[src/inc/can_fd_err_pkg.sv]
// Register map, field positions and codes for the error/status reporter
package can_fd_err_pkg;

  // Register bus geometry
  localparam int unsigned ADDR_W = 8;
  localparam int unsigned DATA_W = 32;

  // Byte offsets
  localparam logic [7:0] ERR_FLAGS_OFS = 8'h14;
  localparam logic [7:0] STATUS_OFS    = 8'h18;

  // Error flag bit positions
  localparam int unsigned FAST_BIT_POS   = 11;
  localparam int unsigned FAST_STUFF_POS = 10;
  localparam int unsigned FAST_FORM_POS  = 9;
  localparam int unsigned FAST_CRC_POS   = 8;
  localparam int unsigned ACK_POS        = 4;
  localparam int unsigned NOM_BIT_POS    = 3;
  localparam int unsigned NOM_STUFF_POS  = 2;
  localparam int unsigned NOM_FORM_POS   = 1;
  localparam int unsigned NOM_CRC_POS    = 0;
  localparam logic [31:0] ERR_FLAGS_MASK = 32'h0000_0f1f;
  localparam logic [31:0] ERR_FLAGS_RST  = 32'h0000_0000;

  // Status field positions
  localparam int unsigned TX_DELAY_COMP_VALUE_LSB   = 16;
  localparam int unsigned TX_DELAY_COMP_VALUE_W     = 7;
  localparam int unsigned SNOOP_POS  = 12;
  localparam int unsigned NON_ISO_FORMAT_FLAG_POS   = 11;
  localparam int unsigned BSFR_POS   = 10;
  localparam int unsigned PEE_POS    = 9;
  localparam int unsigned ERROR_STATE_FIELD_LSB  = 7;
  localparam int unsigned WARN_POS   = 6;
  localparam int unsigned BUS_BUSY_FLAG_POS   = 5;
  localparam int unsigned BIDLE_POS  = 4;
  localparam int unsigned NORMAL_POS = 3;
  localparam int unsigned SLEEP_POS  = 2;
  localparam int unsigned LBACK_POS  = 1;
  localparam int unsigned CONFIG_POS = 0;
  localparam logic [31:0] STATUS_RST = 32'h0000_0001;

  // Error state codes
  localparam logic [1:0] ERROR_STATE_FIELD_CONFIG  = 2'h0;
  localparam logic [1:0] ERROR_STATE_FIELD_ACTIVE  = 2'h1;
  localparam logic [1:0] ERROR_STATE_FIELD_PASSIVE = 2'h3;
  localparam logic [1:0] ERROR_STATE_FIELD_BUSOFF  = 2'h2;

  // Error counter warning limit
  localparam logic [7:0] WARN_LIMIT = 8'h60;
  localparam logic [6:0] TX_DELAY_COMP_VALUE_MAX   = 7'h7f;

endpackage

[src/hdl/can_fd_error_status_report.sv]
// APB error-flag and status register block of a CAN FD controller
//
// The APB register port is this design's own decision.
`timescale 1ns/1ps
module can_fd_error_status_report #(
  parameter bit non_iso_build_param = 1'b0
) (
  // Clock and reset
  input  wire logic                                  ref_clk,
  input  wire logic                                  rst,
  // APB slave
  input  wire logic                                  psel,
  input  wire logic                                  penable,
  input  wire logic                                  pwrite,
  input  wire logic [can_fd_err_pkg::ADDR_W-1:0]     paddr,
  input  wire logic [can_fd_err_pkg::DATA_W-1:0]     pwdata,
  input  wire logic [3:0]                            pstrb,
  output logic      [can_fd_err_pkg::DATA_W-1:0]     prdata,
  output logic                                       pready,
  output logic                                       pslverr,
  // Error detection pulses from the protocol engine
  input  wire logic                                  bit_err_det,
  input  wire logic                                  stuff_err_det,
  input  wire logic                                  form_err_det,
  input  wire logic                                  crc_err_det,
  input  wire logic                                  ack_err_det,
  // Error context
  input  wire logic                                  fast_phase,
  input  wire logic                                  tdc_phase,
  input  wire logic                                  fixed_stuff_bit,
  input  wire logic                                  crc_delim_err,
  // Controller state
  input  wire logic                                  config_mode,
  input  wire logic                                  normal_mode,
  input  wire logic                                  snoop_mode,
  input  wire logic                                  sleep_mode,
  input  wire logic                                  loopback_mode,
  input  wire logic                                  bus_busy_flag,
  input  wire logic                                  busoff_recovery_flag,
  input  wire logic                                  exception_integration_flag,
  input  wire logic                                  err_passive,
  input  wire logic                                  bus_off,
  input  wire logic [7:0]                            tx_err_count,
  input  wire logic [7:0]                            rx_err_count,
  input  wire logic [6:0]                            tx_delay_comp_offset,
  input  wire logic [6:0]                            tdc_measured_delay,
  // Flag view
  output logic      [31:0]                           bus_error_flags
);

  localparam logic [31:0] STATUS_RST_VAL = can_fd_err_pkg::STATUS_RST |
    (32'(non_iso_build_param) << can_fd_err_pkg::NON_ISO_FORMAT_FLAG_POS);

  logic [31:0] err_flags_ff;
  logic [31:0] status_ff;
  logic [31:0] prdata_ff;
  logic        pready_ff;
  logic        pslverr_ff;
  logic [31:0] err_set;
  logic [31:0] err_clr;
  logic [31:0] byte_mask;
  logic        access;
  logic        xfer_done;
  logic        hit_flags;
  logic        hit_status;
  logic        any_det;
  logic        stuff_as_form;
  logic        stuff_real;
  logic        form_any;
  logic        crc_real;
  logic [7:0]  tx_delay_comp_value_sum;
  logic [6:0]  tx_delay_comp_value;
  logic [1:0]  error_state_field;
  logic        warn;

  //////////////////////////////////////////////////////////////////////////
  // APB decode

  assign access     = psel & penable;
  assign xfer_done  = access & pready_ff;
  assign hit_flags  = (paddr == can_fd_err_pkg::ERR_FLAGS_OFS);
  assign hit_status = (paddr == can_fd_err_pkg::STATUS_OFS);

  // One wait state keeps every APB output registered
  always_ff @(posedge ref_clk) begin
    if (rst) begin
      pready_ff <= 1'b0;
    end else begin
      pready_ff <= access & ~pready_ff;
    end
  end

  always_ff @(posedge ref_clk) begin
    if (rst) begin
      pslverr_ff <= 1'b0;
    end else if (access & ~pready_ff) begin
      pslverr_ff <= ~(hit_flags | hit_status);
    end else begin
      pslverr_ff <= 1'b0;
    end
  end

  // Read data masked so reserved bits read zero
  always_ff @(posedge ref_clk) begin
    if (rst) begin
      prdata_ff <= 32'h0000_0000;
    end else if (access & ~pready_ff & ~pwrite) begin
      if (hit_flags) begin
        prdata_ff <= err_flags_ff & can_fd_err_pkg::ERR_FLAGS_MASK;
      end else if (hit_status) begin
        prdata_ff <= status_ff;
      end else begin
        prdata_ff <= 32'h0000_0000;
      end
    end else begin
      prdata_ff <= 32'h0000_0000;
    end
  end

  assign prdata  = prdata_ff;
  assign pready  = pready_ff;
  assign pslverr = pslverr_ff;

  //////////////////////////////////////////////////////////////////////////
  // Error classification

  assign any_det = bit_err_det | stuff_err_det | form_err_det | crc_err_det | ack_err_det;
  // Fixed stuff bits belong to the frame format
  assign stuff_as_form = stuff_err_det & fixed_stuff_bit;
  assign stuff_real    = stuff_err_det & ~fixed_stuff_bit;
  assign form_any = form_err_det | stuff_as_form | (crc_err_det & crc_delim_err);
  assign crc_real = crc_err_det & ~crc_delim_err;

  always_comb begin
    err_set = 32'h0000_0000;
    if (tdc_phase) begin
      // Transmitter cannot tell error kinds apart here
      err_set[can_fd_err_pkg::FAST_BIT_POS] = any_det;
    end else begin
      err_set[can_fd_err_pkg::ACK_POS]        = ack_err_det;
      err_set[can_fd_err_pkg::FAST_BIT_POS]   = fast_phase & bit_err_det;
      err_set[can_fd_err_pkg::FAST_STUFF_POS] = fast_phase & stuff_real;
      err_set[can_fd_err_pkg::FAST_FORM_POS]  = fast_phase & form_any;
      err_set[can_fd_err_pkg::FAST_CRC_POS]   = fast_phase & crc_real;
      err_set[can_fd_err_pkg::NOM_BIT_POS]    = ~fast_phase & bit_err_det;
      err_set[can_fd_err_pkg::NOM_STUFF_POS]  = ~fast_phase & stuff_real;
      err_set[can_fd_err_pkg::NOM_FORM_POS]   = ~fast_phase & form_any;
      err_set[can_fd_err_pkg::NOM_CRC_POS]    = ~fast_phase & crc_real;
    end
  end

  //////////////////////////////////////////////////////////////////////////
  // Error flag register

  always_comb begin
    for (int i = 0; i < 4; i++) begin
      byte_mask[i*8 +: 8] = {8{pstrb[i]}};
    end
  end

  // Write data only ever clears
  assign err_clr = (xfer_done & pwrite & hit_flags) ? (pwdata & byte_mask) : 32'h0000_0000;

  always_ff @(posedge ref_clk) begin
    if (rst) begin
      err_flags_ff <= can_fd_err_pkg::ERR_FLAGS_RST;
    end else begin
      // Set wins over clear; flags accumulate
      err_flags_ff <= ((err_flags_ff & ~err_clr) | err_set) &
                      can_fd_err_pkg::ERR_FLAGS_MASK;
    end
  end

  assign bus_error_flags = err_flags_ff;

  //////////////////////////////////////////////////////////////////////////
  // Status register

  // Saturate rather than wrap to a misleadingly early sample point
  assign tx_delay_comp_value_sum = {1'b0, tx_delay_comp_offset} + {1'b0, tdc_measured_delay};
  assign tx_delay_comp_value     = tx_delay_comp_value_sum[7] ? can_fd_err_pkg::TX_DELAY_COMP_VALUE_MAX : tx_delay_comp_value_sum[6:0];
  assign warn     = (tx_err_count > can_fd_err_pkg::WARN_LIMIT) |
                    (rx_err_count > can_fd_err_pkg::WARN_LIMIT);

  always_comb begin
    if (config_mode) begin
      error_state_field = can_fd_err_pkg::ERROR_STATE_FIELD_CONFIG;
    end else if (bus_off) begin
      error_state_field = can_fd_err_pkg::ERROR_STATE_FIELD_BUSOFF;
    end else if (err_passive) begin
      error_state_field = can_fd_err_pkg::ERROR_STATE_FIELD_PASSIVE;
    end else begin
      error_state_field = can_fd_err_pkg::ERROR_STATE_FIELD_ACTIVE;
    end
  end

  // Read-only: bus writes never reach this register
  always_ff @(posedge ref_clk) begin
    if (rst) begin
      status_ff <= STATUS_RST_VAL;
    end else begin
      status_ff <= 32'h0000_0000;
      status_ff[can_fd_err_pkg::TX_DELAY_COMP_VALUE_LSB +: can_fd_err_pkg::TX_DELAY_COMP_VALUE_W] <= tx_delay_comp_value;
      status_ff[can_fd_err_pkg::SNOOP_POS]  <= snoop_mode;
      status_ff[can_fd_err_pkg::NON_ISO_FORMAT_FLAG_POS]   <= non_iso_build_param;
      status_ff[can_fd_err_pkg::BSFR_POS]   <= busoff_recovery_flag;
      status_ff[can_fd_err_pkg::PEE_POS]    <= exception_integration_flag;
      status_ff[can_fd_err_pkg::ERROR_STATE_FIELD_LSB +: 2] <= error_state_field;
      status_ff[can_fd_err_pkg::WARN_POS]   <= warn;
      status_ff[can_fd_err_pkg::BUS_BUSY_FLAG_POS]   <= ~config_mode & bus_busy_flag;
      status_ff[can_fd_err_pkg::BIDLE_POS]  <= ~config_mode & ~bus_busy_flag;
      status_ff[can_fd_err_pkg::NORMAL_POS] <= normal_mode;
      status_ff[can_fd_err_pkg::SLEEP_POS]  <= sleep_mode;
      status_ff[can_fd_err_pkg::LBACK_POS]  <= loopback_mode;
      status_ff[can_fd_err_pkg::CONFIG_POS] <= config_mode;
    end
  end

  //////////////////////////////////////////////////////////////////////////
  // Assertions

  property p_accum;
    @(posedge ref_clk) disable iff (rst)
    (ack_err_det & bit_err_det & ~tdc_phase & ~fast_phase) |=>
      (err_flags_ff[can_fd_err_pkg::ACK_POS] & err_flags_ff[can_fd_err_pkg::NOM_BIT_POS]);
  endproperty
  a_accum: assert property (p_accum) else $error("simultaneous errors not all flagged");

  property p_hold;
    @(posedge ref_clk) disable iff (rst)
    (err_clr == 32'h0000_0000) |=> ((~err_flags_ff & $past(err_flags_ff)) == 32'h0000_0000);
  endproperty
  a_hold: assert property (p_hold) else $error("flag dropped without clear");

  property p_no_wset;
    @(posedge ref_clk) disable iff (rst)
    (err_set == 32'h0000_0000) |=> ((err_flags_ff & ~$past(err_flags_ff)) == 32'h0000_0000);
  endproperty
  a_no_wset: assert property (p_no_wset) else $error("flag set without detection");

  property p_w1c;
    @(posedge ref_clk) disable iff (rst)
    (psel & penable & pready & pwrite & (paddr == can_fd_err_pkg::ERR_FLAGS_OFS) &
     (pstrb == 4'hf) & (err_set == 32'h0000_0000)) |=>
      ((err_flags_ff & $past(pwdata)) == 32'h0000_0000);
  endproperty
  a_w1c: assert property (p_w1c) else $error("write of one did not clear flag");

  property p_tdc;
    @(posedge ref_clk) disable iff (rst)
    (tdc_phase & crc_err_det & (err_flags_ff == 32'h0000_0000) & (err_clr == 32'h0000_0000))
      |=> (err_flags_ff == (32'h1 << can_fd_err_pkg::FAST_BIT_POS));
  endproperty
  a_tdc: assert property (p_tdc) else $error("compensation phase error not fast bit");

  property p_fixed;
    @(posedge ref_clk) disable iff (rst)
    (stuff_err_det & fixed_stuff_bit & ~tdc_phase & fast_phase & ~form_err_det &
     ~crc_err_det & ~bit_err_det & ~err_flags_ff[can_fd_err_pkg::FAST_STUFF_POS]) |=>
      (err_flags_ff[can_fd_err_pkg::FAST_FORM_POS] &
       ~err_flags_ff[can_fd_err_pkg::FAST_STUFF_POS]);
  endproperty
  a_fixed: assert property (p_fixed) else $error("fixed stuff error misfiled");

  property p_delim;
    @(posedge ref_clk) disable iff (rst)
    (crc_err_det & crc_delim_err & ~tdc_phase & ~fast_phase &
     ~err_flags_ff[can_fd_err_pkg::NOM_CRC_POS]) |=>
      (err_flags_ff[can_fd_err_pkg::NOM_FORM_POS] & ~err_flags_ff[can_fd_err_pkg::NOM_CRC_POS]);
  endproperty
  a_delim: assert property (p_delim) else $error("delimiter case set crc flag");

  property p_setwins;
    @(posedge ref_clk) disable iff (rst)
    ((err_set & err_clr) != 32'h0000_0000) |=>
      ((err_flags_ff & $past(err_set & err_clr)) == $past(err_set & err_clr));
  endproperty
  a_setwins: assert property (p_setwins) else $error("clear beat a new detection");

  property p_tx_delay_comp_value;
    @(posedge ref_clk) disable iff (rst)
    ((tx_delay_comp_offset < 7'h40) & (tdc_measured_delay < 7'h40)) |=>
      (status_ff[can_fd_err_pkg::TX_DELAY_COMP_VALUE_LSB +: can_fd_err_pkg::TX_DELAY_COMP_VALUE_W] ==
       7'($past(tx_delay_comp_offset) + $past(tdc_measured_delay)));
  endproperty
  a_tx_delay_comp_value: assert property (p_tx_delay_comp_value) else $error("compensation value wrong");

  property p_error_state_field;
    @(posedge ref_clk) disable iff (rst)
    (~config_mode & err_passive & ~bus_off) |=>
      (status_ff[can_fd_err_pkg::ERROR_STATE_FIELD_LSB +: 2] == 2'h3);
  endproperty
  a_error_state_field: assert property (p_error_state_field) else $error("passive state code wrong");

  property p_warn;
    @(posedge ref_clk) disable iff (rst)
    ((tx_err_count == 8'h61) | (rx_err_count == 8'h61)) |=> status_ff[can_fd_err_pkg::WARN_POS];
  endproperty
  a_warn: assert property (p_warn) else $error("warning missing above limit");

  property p_nowarn;
    @(posedge ref_clk) disable iff (rst)
    ((tx_err_count <= 8'h60) & (rx_err_count <= 8'h60)) |=> ~status_ff[can_fd_err_pkg::WARN_POS];
  endproperty
  a_nowarn: assert property (p_nowarn) else $error("warning set at or below limit");

  property p_cfg_reset;
    @(posedge ref_clk) disable iff (rst)
    $past(rst) |-> status_ff[can_fd_err_pkg::CONFIG_POS];
  endproperty
  a_cfg_reset: assert property (p_cfg_reset) else $error("config flag low after reset");

  property p_rsvd;
    @(posedge ref_clk) disable iff (rst)
    ((prdata & ~can_fd_err_pkg::ERR_FLAGS_MASK & 32'h0000_e000) == 32'h0000_0000) and
    ((status_ff & 32'hff80_e000) == 32'h0000_0000);
  endproperty
  a_rsvd: assert property (p_rsvd) else $error("reserved bits not zero");

  property p_ack;
    @(posedge ref_clk) disable iff (rst)
    (ack_err_det & ~tdc_phase) |=> err_flags_ff[can_fd_err_pkg::ACK_POS];
  endproperty
  a_ack: assert property (p_ack) else $error("ack error not flagged");

  property p_fast_bit;
    @(posedge ref_clk) disable iff (rst)
    (bit_err_det & fast_phase) |=> err_flags_ff[can_fd_err_pkg::FAST_BIT_POS];
  endproperty
  a_fast_bit: assert property (p_fast_bit) else $error("fast bit error not flagged");

  property p_nom_crc;
    @(posedge ref_clk) disable iff (rst)
    (crc_err_det & ~crc_delim_err & ~fast_phase & ~tdc_phase) |=>
      err_flags_ff[can_fd_err_pkg::NOM_CRC_POS];
  endproperty
  a_nom_crc: assert property (p_nom_crc) else $error("nominal crc error not flagged");

  property p_non_iso_format_flag;
    @(posedge ref_clk) disable iff (rst)
    status_ff[can_fd_err_pkg::NON_ISO_FORMAT_FLAG_POS] == non_iso_build_param;
  endproperty
  a_non_iso_format_flag: assert property (p_non_iso_format_flag) else $error("format flag differs from build");

  property p_cfg_flag;
    @(posedge ref_clk) disable iff (rst)
    config_mode |=> (status_ff[can_fd_err_pkg::CONFIG_POS] &
      (status_ff[can_fd_err_pkg::ERROR_STATE_FIELD_LSB +: 2] == can_fd_err_pkg::ERROR_STATE_FIELD_CONFIG));
  endproperty
  a_cfg_flag: assert property (p_cfg_flag) else $error("configuration not reported");

  c_w1c: cover property (@(posedge ref_clk) disable iff (rst)
    (xfer_done & pwrite & hit_flags & (err_clr != 32'h0000_0000)));
  c_setwins: cover property (@(posedge ref_clk) disable iff (rst)
    ((err_set & err_clr) != 32'h0000_0000));
  c_tdc: cover property (@(posedge ref_clk) disable iff (rst) (tdc_phase & any_det));
  c_read_status: cover property (@(posedge ref_clk) disable iff (rst)
    (xfer_done & ~pwrite & hit_status));
  c_busoff: cover property (@(posedge ref_clk) disable iff (rst)
    (~config_mode & bus_off));

endmodule

[config.mk]
export PLATFORM = sky130hd
export DESIGN_NAME = can_fd_error_status_report
export DESIGN_NICKNAME = d
export VERILOG_FILES = /design/src/inc/can_fd_err_pkg.sv /design/src/hdl/can_fd_error_status_report.sv
export SDC_FILE = /design/constraint.sdc
export NUM_CORES = 1
export LEC_CHECK = 0
export ABC_AREA = 1
export ABC_CLOCK_PERIOD_IN_PS = 2500
export BUFFER_PORTS_ARGS = -buffer_cell sky130_fd_sc_hd__buf_2
export CELL_PAD_IN_SITES_DETAIL_PLACEMENT = 0
export CELL_PAD_IN_SITES_GLOBAL_PLACEMENT = 2
export CORE_UTILIZATION = 23
export CTS_BUF_LIST = sky130_fd_sc_hd__clkbuf_8
export CTS_CLUSTER_SIZE = 28
export DETAILED_ROUTE_END_ITERATION = 8
export HOLD_SLACK_MARGIN = 0.02
export PLACE_DENSITY = 0.86
export REMOVE_ABC_BUFFERS = 1
export SYNTH_ARGS = -nofsm -noshare
export SYNTH_HDL_FRONTEND = slang
export SYNTH_SLANG_ARGS = --single-unit
[constraint.sdc]
create_clock -name ref_clk -period 2.5 [get_ports ref_clk]
set_input_delay 0.375 -clock ref_clk [delete_from_list [all_inputs] [get_ports ref_clk]]
set_output_delay 0.375 -clock ref_clk [all_outputs]
set_load 0.02 [all_outputs]
==> key figures, run 1 <==
Run status
  • Status: complete, no violations

Synthesis
  • Share of the synthesized area in the top cell type: 0.407
  • Synth area leader: dfxtp_1
  • Post-Synthesis Cells: 335
  • #FFs+latches synth: 50
  • Syn Std Cell Area: 2460 um2
  • Unique masters post-synth: 30
  • Synth Area in Adders: 0.0437
  • Sequential fraction of the synthesis area: 0.407
  • Compound-Gate Fraction of Synth Area: 0.0351
  • Ys Warns: 0
  • Largest family of logic cells by synthesized area: simple AND/OR/NAND/NOR gates
  • Synthesized area per cell: 7.35 um2
  • Xor and xnor area share after synthesis: 0.00712
  • Synth area leaders: dfxtp_1 41%, nand2_1 12%, buf_4 11%, inv_1 8.2%, nor2_1 4.6%
  • Simple-gate share of the synthesized area: 0.296
  • Mux share of post-synthesis cell area: 0

Routing
  • Metal2 WL: 2530 um
  • Max layer used: met4
  • Post-Route WL: 5400 um
  • DR WL/cell: 9.34 um
  • Via count: 2,146
  • Drt first pass iters: 4
  • Antenna-violating nets left: 0
  • Vias/cell: 3.71
  • DRC Markers: 0
  • WL met3: 395 um
  • Metal1 wirelength: 2410 um
  • Starting DRT DRC Count: 61

Setup path
  • Critical Path Sink: prdata[0]
  • Crit path from: pready
  • Worst setup EP type: flip-flop
  • Top fanout value on the critical path: 12
  • Worst setup SP type: flip-flop
  • Critical path class: flip-flop to flip-flop
  • Crit path required time: 2.74 ns
  • Reg-to-Reg End: prdata[0]
  • R2R depth: 7
  • R2r setup slk: 0.94 ns
  • R2R Path Start: pready
  • Worst Path Arrival: 1.80 ns

Clock tree
  • CTS clk-pin slew, worst paths: 0.09 ns
  • TritonCTS clock tree: yes
  • CTS sink count: 50
  • CTS max path bufs: 2
  • Htree depth: 2
  • Post-CTS setup buffer count: 0
  • Hold-fix buffers at CTS: 0
  • Root Driver: clkbuf_8
  • Resized Gates After CTS: 0
  • Worst-Skew Late Latency: 0.30 ns
  • Total CTS buffers: 5

Power and ir drop
  • Combinational share of power: 0.168
  • Psw: 0.451 mW
  • VDD IR max: 0.000187 V
  • Leak Pwr: 1.77 nW
  • Sequential share of power: 0.501
  • Internal: 1.23 mW
  • Clk pwr share: 0.331
  • Sw frac: 0.269
  • Pwr Total: 1.68 mW
  • Power per cell area: 540 nW/um2

Final layout
  • Leading cell type in the layout, fill and taps excluded: buf_2
  • Most frequent cells in the layout: 103 x buf_2, 76 x nand2_1, 55 x inv_1
  • Diodes inserted: 0
  • Final Instance Area: 3110 um2
  • Area Growth Syn to Fin: 26.2%
  • Layout Nets: 547
  • Share of layout cells above drive strength 1: 0.305
  • Final non-filler cell total: 578

Worst hold path
  • WHS Path Cells: 2
  • Class of the worst hold path: primary input to flip-flop

Timing
  • Hold Slack: 0.248 ns
  • Rel. slew slack: 0.634
  • Final hold violations: 0
  • Unrepaired setup endpoints after global routing: no
  • Crit share post-route: 0.624
  • Final Critical Period: 1.56 ns
  • Fin Clk Skew: 0.00555 ns
  • Fin Setup TNS: 0 ns
  • Slew Limit Fails: 0
  • Fmax: 0.641 GHz
  • Final Setup Violations: 0
  • Tightest Pin Transition: 0.547 ns

GRT
  • Vias in the first global route: 1,995
  • Largest net degree at the start of global routing: 21
  • GRT Util Overall: 0.103
  • Antenna violations before repair: 0
  • First-pass GRT wire length: 9070 um
  • Global route overflow: 0

Floorplan
  • Chip height: 105 um
  • Initial Utilization: 0.237
  • Core area: 10,400 um2
  • IO Pins: 164
  • Number of core rows: 37
  • Die width: 105 um
  • DIE AREA: 11,100 um2

Placed design
  • Cells after DPL: 570
  • GP Congestion: 0.778
  • HPWL after DPL: 4470 um
  • Area post-placement: 3000 um2
  • # port buffers: 103

Job
  • Max cap viols: 0
Yosys cell counts, drive strengths merged:
library cell / n
dfxtp: 50
inv: 59
a31oi: 1
clkbuf: 3
o21ai: 1
buf: 36
nand3: 18
ha: 7
a21oi: 15
or2: 4
nor2: 44
fa: 1
clkinv: 2
conb: 1
nand2: 77
nand3b: 1
nor3: 4
xor2: 2
nand4: 9
layout make-up:
type                       instances  area (um2)
clock buffer                       5        68.8
sequential                        50        1000
tap                              136         170
clock inverter                     3        41.3
multi-input combinational        219        1070
fill                            1185        7260
timing repair buffer             104         523
inverter                          61         231
flip-flops by register name, summed over array words and instances (netlist names):
register / cells
pslverr: 1
status_ff: 19
prdata: 20
bus_error_flags: 9
pready: 1
metal layers:
metal	up-vias	GRT usage
met5	-	0
met4	0	0.0332
met3	5	0.0235
met2	88	0.176
met1	898	0.127
li1	1155	-
worst max-delay path, cell delays in order, from the launching register on:
cell     delay, ns
dfxtp_1       0.34
nor3_2        0.20
inv_2         0.07
nor2_4        0.23
nand2_2       0.29
inv_2         0.23
nand2_1       0.07
nand2_1       0.08
cell families (layout without fill, tap and decap cells):
group           after synthesis  count (layout)
flops                        50              50
xor+xnor                      2               2
other cells                   1              35
buf+inv                     100             173
simple gates                157             157
compound gates               17              17
fa+ha+maj                     8               8
through the flow:
step            util  setup WS, ns
6_report       0.300         0.939
5_1_grt        0.300         0.719
4_1_cts        0.300         0.873
3_5_place_dp   0.289         0.665
3_3_place_gp   0.289         0.703
2_1_floorplan      -         0.999
worst min path at each step:
stage                        from      endpoint  slack, ns
floorplan            status_ff[5]     prdata[5]       0.39
global placement     status_ff[5]     prdata[5]       0.40
detailed placement   status_ff[5]     prdata[5]       0.40
CTS                 bus_busy_flag  status_ff[4]       0.23
global route              bus_off  status_ff[7]       0.23
finish                    bus_off  status_ff[7]       0.25
power groups by stage:
stage | registers, mW | logic (mW) | clock network (mW)
CTS | 0.841 | 0.285 | 0.581
global route | 0.845 | 0.324 | 0.621
floorplan | 0.868 | 0.171 | 0
detailed placement | 0.860 | 0.284 | 0
global placement | 0.860 | 0.283 | 0
finish | 0.840 | 0.282 | 0.554
Power figures use the tool's default switching activity.
==> inputs of run 2 (changes only) <==
--- a/config.mk
+++ b/config.mk
@@ -6,16 +6,16 @@
 export NUM_CORES = 1
 export LEC_CHECK = 0
 export ABC_AREA = 1
-export ABC_CLOCK_PERIOD_IN_PS = 2500
+export ABC_CLOCK_PERIOD_IN_PS = 1350
 export BUFFER_PORTS_ARGS = -buffer_cell sky130_fd_sc_hd__buf_2
 export CELL_PAD_IN_SITES_DETAIL_PLACEMENT = 0
 export CELL_PAD_IN_SITES_GLOBAL_PLACEMENT = 2
-export CORE_UTILIZATION = 23
+export CORE_UTILIZATION = 19
 export CTS_BUF_LIST = sky130_fd_sc_hd__clkbuf_8
 export CTS_CLUSTER_SIZE = 28
 export DETAILED_ROUTE_END_ITERATION = 8
 export HOLD_SLACK_MARGIN = 0.02
-export PLACE_DENSITY = 0.86
+export PLACE_DENSITY = 0.76
 export REMOVE_ABC_BUFFERS = 1
 export SYNTH_ARGS = -nofsm -noshare
 export SYNTH_HDL_FRONTEND = slang
==> constraint.sdc (replaced) <==
create_clock -name ref_clk -period 1.35 [get_ports ref_clk]
set_input_delay 0.2025 -clock ref_clk [delete_from_list [all_inputs] [get_ports ref_clk]]
set_output_delay 0.2025 -clock ref_clk [all_outputs]
set_load 0.02 [all_outputs]
==> key figures, run 2 (synthesis gave the netlist of run 1 again) <==
Run status
  • Status: complete, no violations

Clock tree
  • CTS sink count: 50 (unchanged)
  • TritonCTS clock tree: yes
  • Htree depth: 2 (unchanged)
  • Worst-Skew Late Latency: 0.30 ns (about the same)
  • Total CTS buffers: 5 (unchanged)
  • Post-CTS setup buffer count: 0 (unchanged)
  • CTS clk-pin slew, worst paths: 0.10 ns (about the same)
  • Root Driver: clkbuf_8
  • CTS max path bufs: 2 (unchanged)
  • Hold-fix buffers at CTS: 0 (unchanged)
  • Resized Gates After CTS: 0 (unchanged)

Setup path
  • Critical Path Sink: status_ff[22]
  • Most frequent CP cell: nand2_1
  • Worst setup SP type: primary input
  • CP Cell Sequence: buf_2, ha_1, or2_1, nand2_1, nor2_1, nor2_2, nand3_1, nand2_1, inv_1
  • R2r setup slk: 0.19 ns (-0.75 ns)
  • Worst path depth: 9 (+2)
  • Reg-to-Reg End: prdata[8]
  • Crit path from: tx_delay_comp_offset[2]
  • Critical path class: primary input to flip-flop
  • Worst path bufs/invs: 2 (unchanged)
  • Top fanout value on the critical path: 7 (-5)
  • Largest stage delay on the critical path: 0.29 ns (-0.05 ns)
  • Worst setup EP type: flip-flop
  • Slowest CP cell: ha_1
  • R2R Path Start: pready
  • Crit path required time: 1.57 ns (-1.17 ns)
  • R2R depth: 7 (unchanged)
  • Cell family with most CP delay: simple AND/OR/NAND/NOR gates
  • Worst Path Arrival: 1.41 ns (-0.39 ns)

Final layout
  • Most frequent cells in the layout: 103 x buf_2, 76 x nand2_1, 53 x inv_1
  • Area Growth Syn to Fin: 32.7%
  • Max reg flops: 20 (unchanged)
  • Share of layout cells above drive strength 1: 0.338 (+0.0323)
  • Layout Nets: 564 (+3.1%)
  • Leading cell type in the layout, fill and taps excluded: buf_2
  • # fillers: 1,443 (+22%)

Floorplan
  • Core area: 12,600 um2 (+22%)
  • DIE AREA: 13,400 um2 (+21%)
  • Die width: 116 um (+9.8%)
  • IO Pins: 164 (unchanged)
  • Number of core rows: 41 (+11%)
  • Chip height: 116 um (+9.8%)
  • Initial Utilization: 0.195 (-0.0423)

GRT
  • Largest net degree at the start of global routing: 18 (-14%)
  • GR Util met3: 0.0272 (+0.00370)
  • Global route overflow: 0 (unchanged)
  • Antenna violations before repair: 1 (+1)
  • GRT Util Overall: 0.0904 (-0.0123)
  • Gr busiest metal: met2
  • First-pass GRT wire length: 9220 um (+1.7%)
  • Met2 usage in global routing: 0.162 (-0.0138)
  • Met1 usage in global routing: 0.101 (-0.0256)
  • Vias in the first global route: 2,012 (+0.85%)

Timing
  • Fin Setup TNS: 0 ns (unchanged)
  • Fmax: 0.836 GHz
  • Final Setup Violations: 0 (unchanged)
  • Final Critical Period: 1.20 ns
  • Final hold violations: 0 (unchanged)
  • Hold Slack: 0.0605 ns (-0.187 ns)
  • Slew Limit Fails: 0 (unchanged)
  • Fin Clk Skew: 0.00665 ns (+0.00110 ns)
  • Crit share post-route: 0.886
  • Unrepaired setup endpoints after global routing: no

Routing
  • DRC Markers: 0 (unchanged)
  • Vias/cell: 3.50 (-5.8%)
  • Via count: 2,211 (+3.0%)
  • DR WL/cell: 9.21 um (-1.4%)
  • Drt first pass iters: 4 (unchanged)
  • Antenna-violating nets left: 0 (unchanged)
  • Post-Route WL: 5820 um (+7.8%)
  • Starting DRT DRC Count: 44 (-28%)

Placed design
  • GP Congestion: 0.789 (+1.4%)
  • HPWL after DPL: 4920 um (+10%)
  • # port buffers: 103 (unchanged)

Job
  • Max cap viols: 0 (unchanged)

Power and ir drop
  • Psw: 0.885 mW (+96%)
  • Sw frac: 0.294 (+0.0247)
  • Internal: 2.13 mW (+74%)
  • Leak Pwr: 1.84 nW (+3.8%)
  • VDD IR max: 0.000299 V (+59%)
  • Sequential share of power: 0.517 (+0.016)
  • Clk pwr share: 0.295 (-0.036)
  • Power per cell area: 922 nW/um2 (+71%)
  • Combinational share of power: 0.188 (+0.020)

Worst hold path
  • Class of the worst hold path: primary input to flip-flop
==> run 2: cell types whose count changed in the layout (fill, tap and decap cells not counted), sizes merged <==
| cell | change |
|---|---|
| bufinv | -1 |
| diode | +1 |
| buf | +17 |
| clkinvlp | +1 |
==> run 2: how the worst min path moves through the flow <==
stage            start                 end  slack, ns  cells after the start
6_report       bus_off        status_ff[7]       0.06                      2
5_1_grt        bus_off        status_ff[7]       0.05                      2
4_1_cts        bus_off        status_ff[7]       0.05                      2
3_5_place_dp   bus_off        status_ff[7]       0.38                      2
3_3_place_gp   bus_off        status_ff[7]       0.38                      2
2_1_floorplan      rst  bus_error_flags[0]       0.27                      1
==> run 2: layer usage <==
layer  share of wire  vias to the layer above
met5               0                        -
met4           0.012                        0
met3           0.078                        6
met2            0.48                       88
met1            0.43                      932
li1                -                     1185
==> run 2: area by class of cell <==
type,count,area [um2],area share
Clock buffer,5,68.8,0.0211
Antenna cell,1,2.50,0.000766
Inverter,61,231,0.0709
Sequential cell,50,1000,0.306
Timing Repair Buffer,121,651,0.199
Tap cell,172,215,0.0659
Clock inverter,3,23.8,0.00728
Multi-Input combinational cell,219,1070,0.329
==> run 2: power groups by stage <==
stage                     Sequential (mW)  Clock, mW  Combinational, mW
after floorplan                      1.61          0              0.317
after global placement               1.59          0              0.568
after detailed placement             1.59          0              0.573
after CTS                            1.56      0.942              0.575
after global routing                 1.57      0.998              0.650
final                                1.56      0.889              0.566
==> run 2: stage by stage <==
stage | area, um2 | std cells | util | power, mW | setup slack [ns]
2_1_floorplan | 2300 | 330 | - | 1.92 | 0.00763
3_3_place_gp | 3170 | 623 | 0.251 | 2.16 | -0.186
3_5_place_dp | 3170 | 623 | 0.251 | 2.17 | -0.187
4_1_cts | 3260 | 631 | 0.258 | 3.08 | 0.154
5_1_grt | 3260 | 631 | 0.259 | 3.21 | 0.0144
6_report | 3270 | 632 | 0.259 | 3.01 | 0.154
==> inputs of run 3 (changes only) <==
--- a/config.mk
+++ b/config.mk
@@ -14,6 +14,7 @@
 export CTS_BUF_LIST = sky130_fd_sc_hd__clkbuf_8
 export CTS_CLUSTER_SIZE = 28
 export DETAILED_ROUTE_END_ITERATION = 8
+export GPL_ROUTABILITY_DRIVEN = 0
 export HOLD_SLACK_MARGIN = 0.02
 export PLACE_DENSITY = 0.76
 export REMOVE_ABC_BUFFERS = 1
==> constraint.sdc (replaced) <==
create_clock -name ref_clk -period 1.35 [get_ports ref_clk]
set_input_delay 0.0675 -clock ref_clk [delete_from_list [all_inputs] [get_ports ref_clk]]
set_output_delay 0.0675 -clock ref_clk [all_outputs]
set_load 0.02 [all_outputs]
==> key figures, run 3 (synthesis gave the netlist of run 1 again) <==
Run status
  • Status: complete, no violations

Routing
  • DRC Markers: 0 (unchanged)
  • Antenna-violating nets left: 0 (unchanged)
  • Drt first pass iters: 4 (unchanged)
  • Starting DRT DRC Count: 79 (+80%)
  • Vias/cell: 3.47 (-0.70%)
  • Via count: 2,206 (-0.23%)
  • DR WL/cell: 9.09 um (-1.3%)
  • Post-Route WL: 5770 um (-0.84%)

Timing
  • Unrepaired setup endpoints after global routing: no
  • Final hold violations: 0 (unchanged)
  • Crit share post-route: 0.929 (+0.0426)
  • Final WS setup: 0.0964 ns (-0.0575 ns)
  • Fin Clk Skew: 0.00537 ns (-0.00129 ns)
  • Fmax: 0.798 GHz (-4.6%)
  • Fin Setup TNS: 0 ns (unchanged)
  • Final Critical Period: 1.25 ns (+0.0575 ns)
  • Final Setup Violations: 0 (unchanged)
  • Slew Limit Fails: 0 (unchanged)

Power and ir drop
  • Power per cell area: 951 nW/um2 (+3.1%)
  • Leak Pwr: 1.89 nW (+2.6%)
  • VDD IR max: 0.000348 V (+17%)

Setup path
  • Top fanout value on the critical path: 10 (+3)
  • Crit path required time: 1.59 ns (+0.02 ns)
  • Worst setup EP type: flip-flop
  • Worst setup SP type: primary input
  • Critical path class: primary input to flip-flop
  • Worst Path Arrival: 1.50 ns (+0.09 ns)

Floorplan
  • Die width: 116 um (unchanged)
  • DIE AREA: 13,400 um2 (unchanged)
  • Core area: 12,600 um2 (unchanged)
  • Initial Utilization: 0.195 (unchanged)
  • IO Pins: 164 (unchanged)
  • Number of core rows: 41 (unchanged)
  • Chip height: 116 um (unchanged)

Final layout
  • Post-layout util: 0.267 (+0.00773)
  • Diodes inserted: 0 (-1)
  • Area Growth Syn to Fin: 36.7%
  • Final non-filler cell total: 635 (+0.47%)
  • Max reg flops: 20 (unchanged)
  • Most frequent cells in the layout: 103 x buf_2, 76 x nand2_1, 54 x inv_1
  • Leading cell type in the layout, fill and taps excluded: buf_2
  • Final Instance Area: 3360 um2 (+3.0%)
  • Layout Nets: 568 (+0.71%)
  • Share of layout cells above drive strength 1: 0.315 (-0.0224)

GRT
  • GR Util met3: 0.0214 (-0.00575)
  • Largest net degree at the start of global routing: 17 (-1)
  • Met2 usage in global routing: 0.146 (-0.0155)
  • Vias in the first global route: 1,979 (-1.6%)
  • First-pass GRT wire length: 8960 um (-2.8%)
  • Global route overflow: 0 (unchanged)
  • Gr busiest metal: met2
  • Met1 usage in global routing: 0.109 (+0.00810)
  • Antenna violations before repair: 0 (-1)
  • GRT Util Overall: 0.0879 (-0.00250)

Clock tree
  • Post-CTS setup buffer count: 0 (unchanged)
  • CTS sink count: 50 (unchanged)
  • TritonCTS clock tree: yes
  • Total CTS buffers: 5 (unchanged)
  • CTS max path bufs: 2 (unchanged)
  • Worst-Skew Late Latency: 0.30 ns (about the same)
  • Htree depth: 2 (unchanged)
  • Root Driver: clkbuf_8
  • CTS clk-pin slew, worst paths: 0.09 ns (about the same)

Worst hold path
  • Class of the worst hold path: primary input to flip-flop

Placed design
  • HPWL after DPL: 4770 um (-3.0%)
  • Pre-CTS setup slack: -0.0799 ns (+0.107 ns)
  • Cells after DPL: 616 (-1.1%)
  • # port buffers: 103 (unchanged)
  • Area post-placement: 3120 um2 (-1.7%)

Job
  • Max cap viols: 0 (unchanged)
-- run 3: cell type report --
| type | count | area [um2] |
|---|---|---|
| fill | 1459 | 9260 |
| inverter | 61 | 234 |
| multi-input combinational | 219 | 1080 |
| sequential | 50 | 1000 |
| clock buffer | 5 | 68.8 |
| timing repair buffer | 125 | 719 |
| clock inverter | 3 | 43.8 |
| tap | 172 | 215 |
-- run 3: per-layer routing --
metal | vias to the layer above | part of all wire
li1 | 1193 | -
met1 | 926 | 0.46
met2 | 81 | 0.45
met3 | 6 | 0.067
met4 | 0 | 0.016
met5 | - | 0
-- run 3: timing repair --
item                                    CTS  global route
endpoints found under the hold margin    12             0
hold buffers                             11             0
gates resized for setup                   0             6
endpoints found under the setup margin    0            18
-- run 3: report_power, final --
group / internal (mW) / switching, mW
Combinational: 0.232 / 0.342
Sequential: 1.53 / 0.0243
Clock: 0.556 / 0.510
Total: 2.32 / 0.877
-- run 3: path summary, 6_finish.rpt --
path / startpoint / to / slack, ns / depth (start not counted)
worst min register to register: status_ff[5] / prdata[5] / 0.42 / 2
worst min-delay path: fixed_stuff_bit / bus_error_flags[10] / 0.05 / 4
worst max register to register: pready / prdata[5] / 0.19 / 6
worst max-delay path: rst / prdata[5] / 0.1 / 8
-- run 3: critical path, cell delays in order --
cell,delay [ns]
dlygate4sd3_1,0.53
buf_2,0.16
nor3_4,0.20
inv_2,0.07
nor2_4,0.12
nand2_4,0.09
buf_8,0.16
nor2_1,0.08
-- run 3: through the flow --
stage | power [mW] | hold slack (ns)
6_report | 3.20 | 0.0496
5_1_grt | 3.40 | 0.0420
4_1_cts | 3.27 | 0.0310
2_1_floorplan | 1.92 | 0.137
3_3_place_gp | 2.15 | 0.245
3_5_place_dp | 2.15 | 0.241
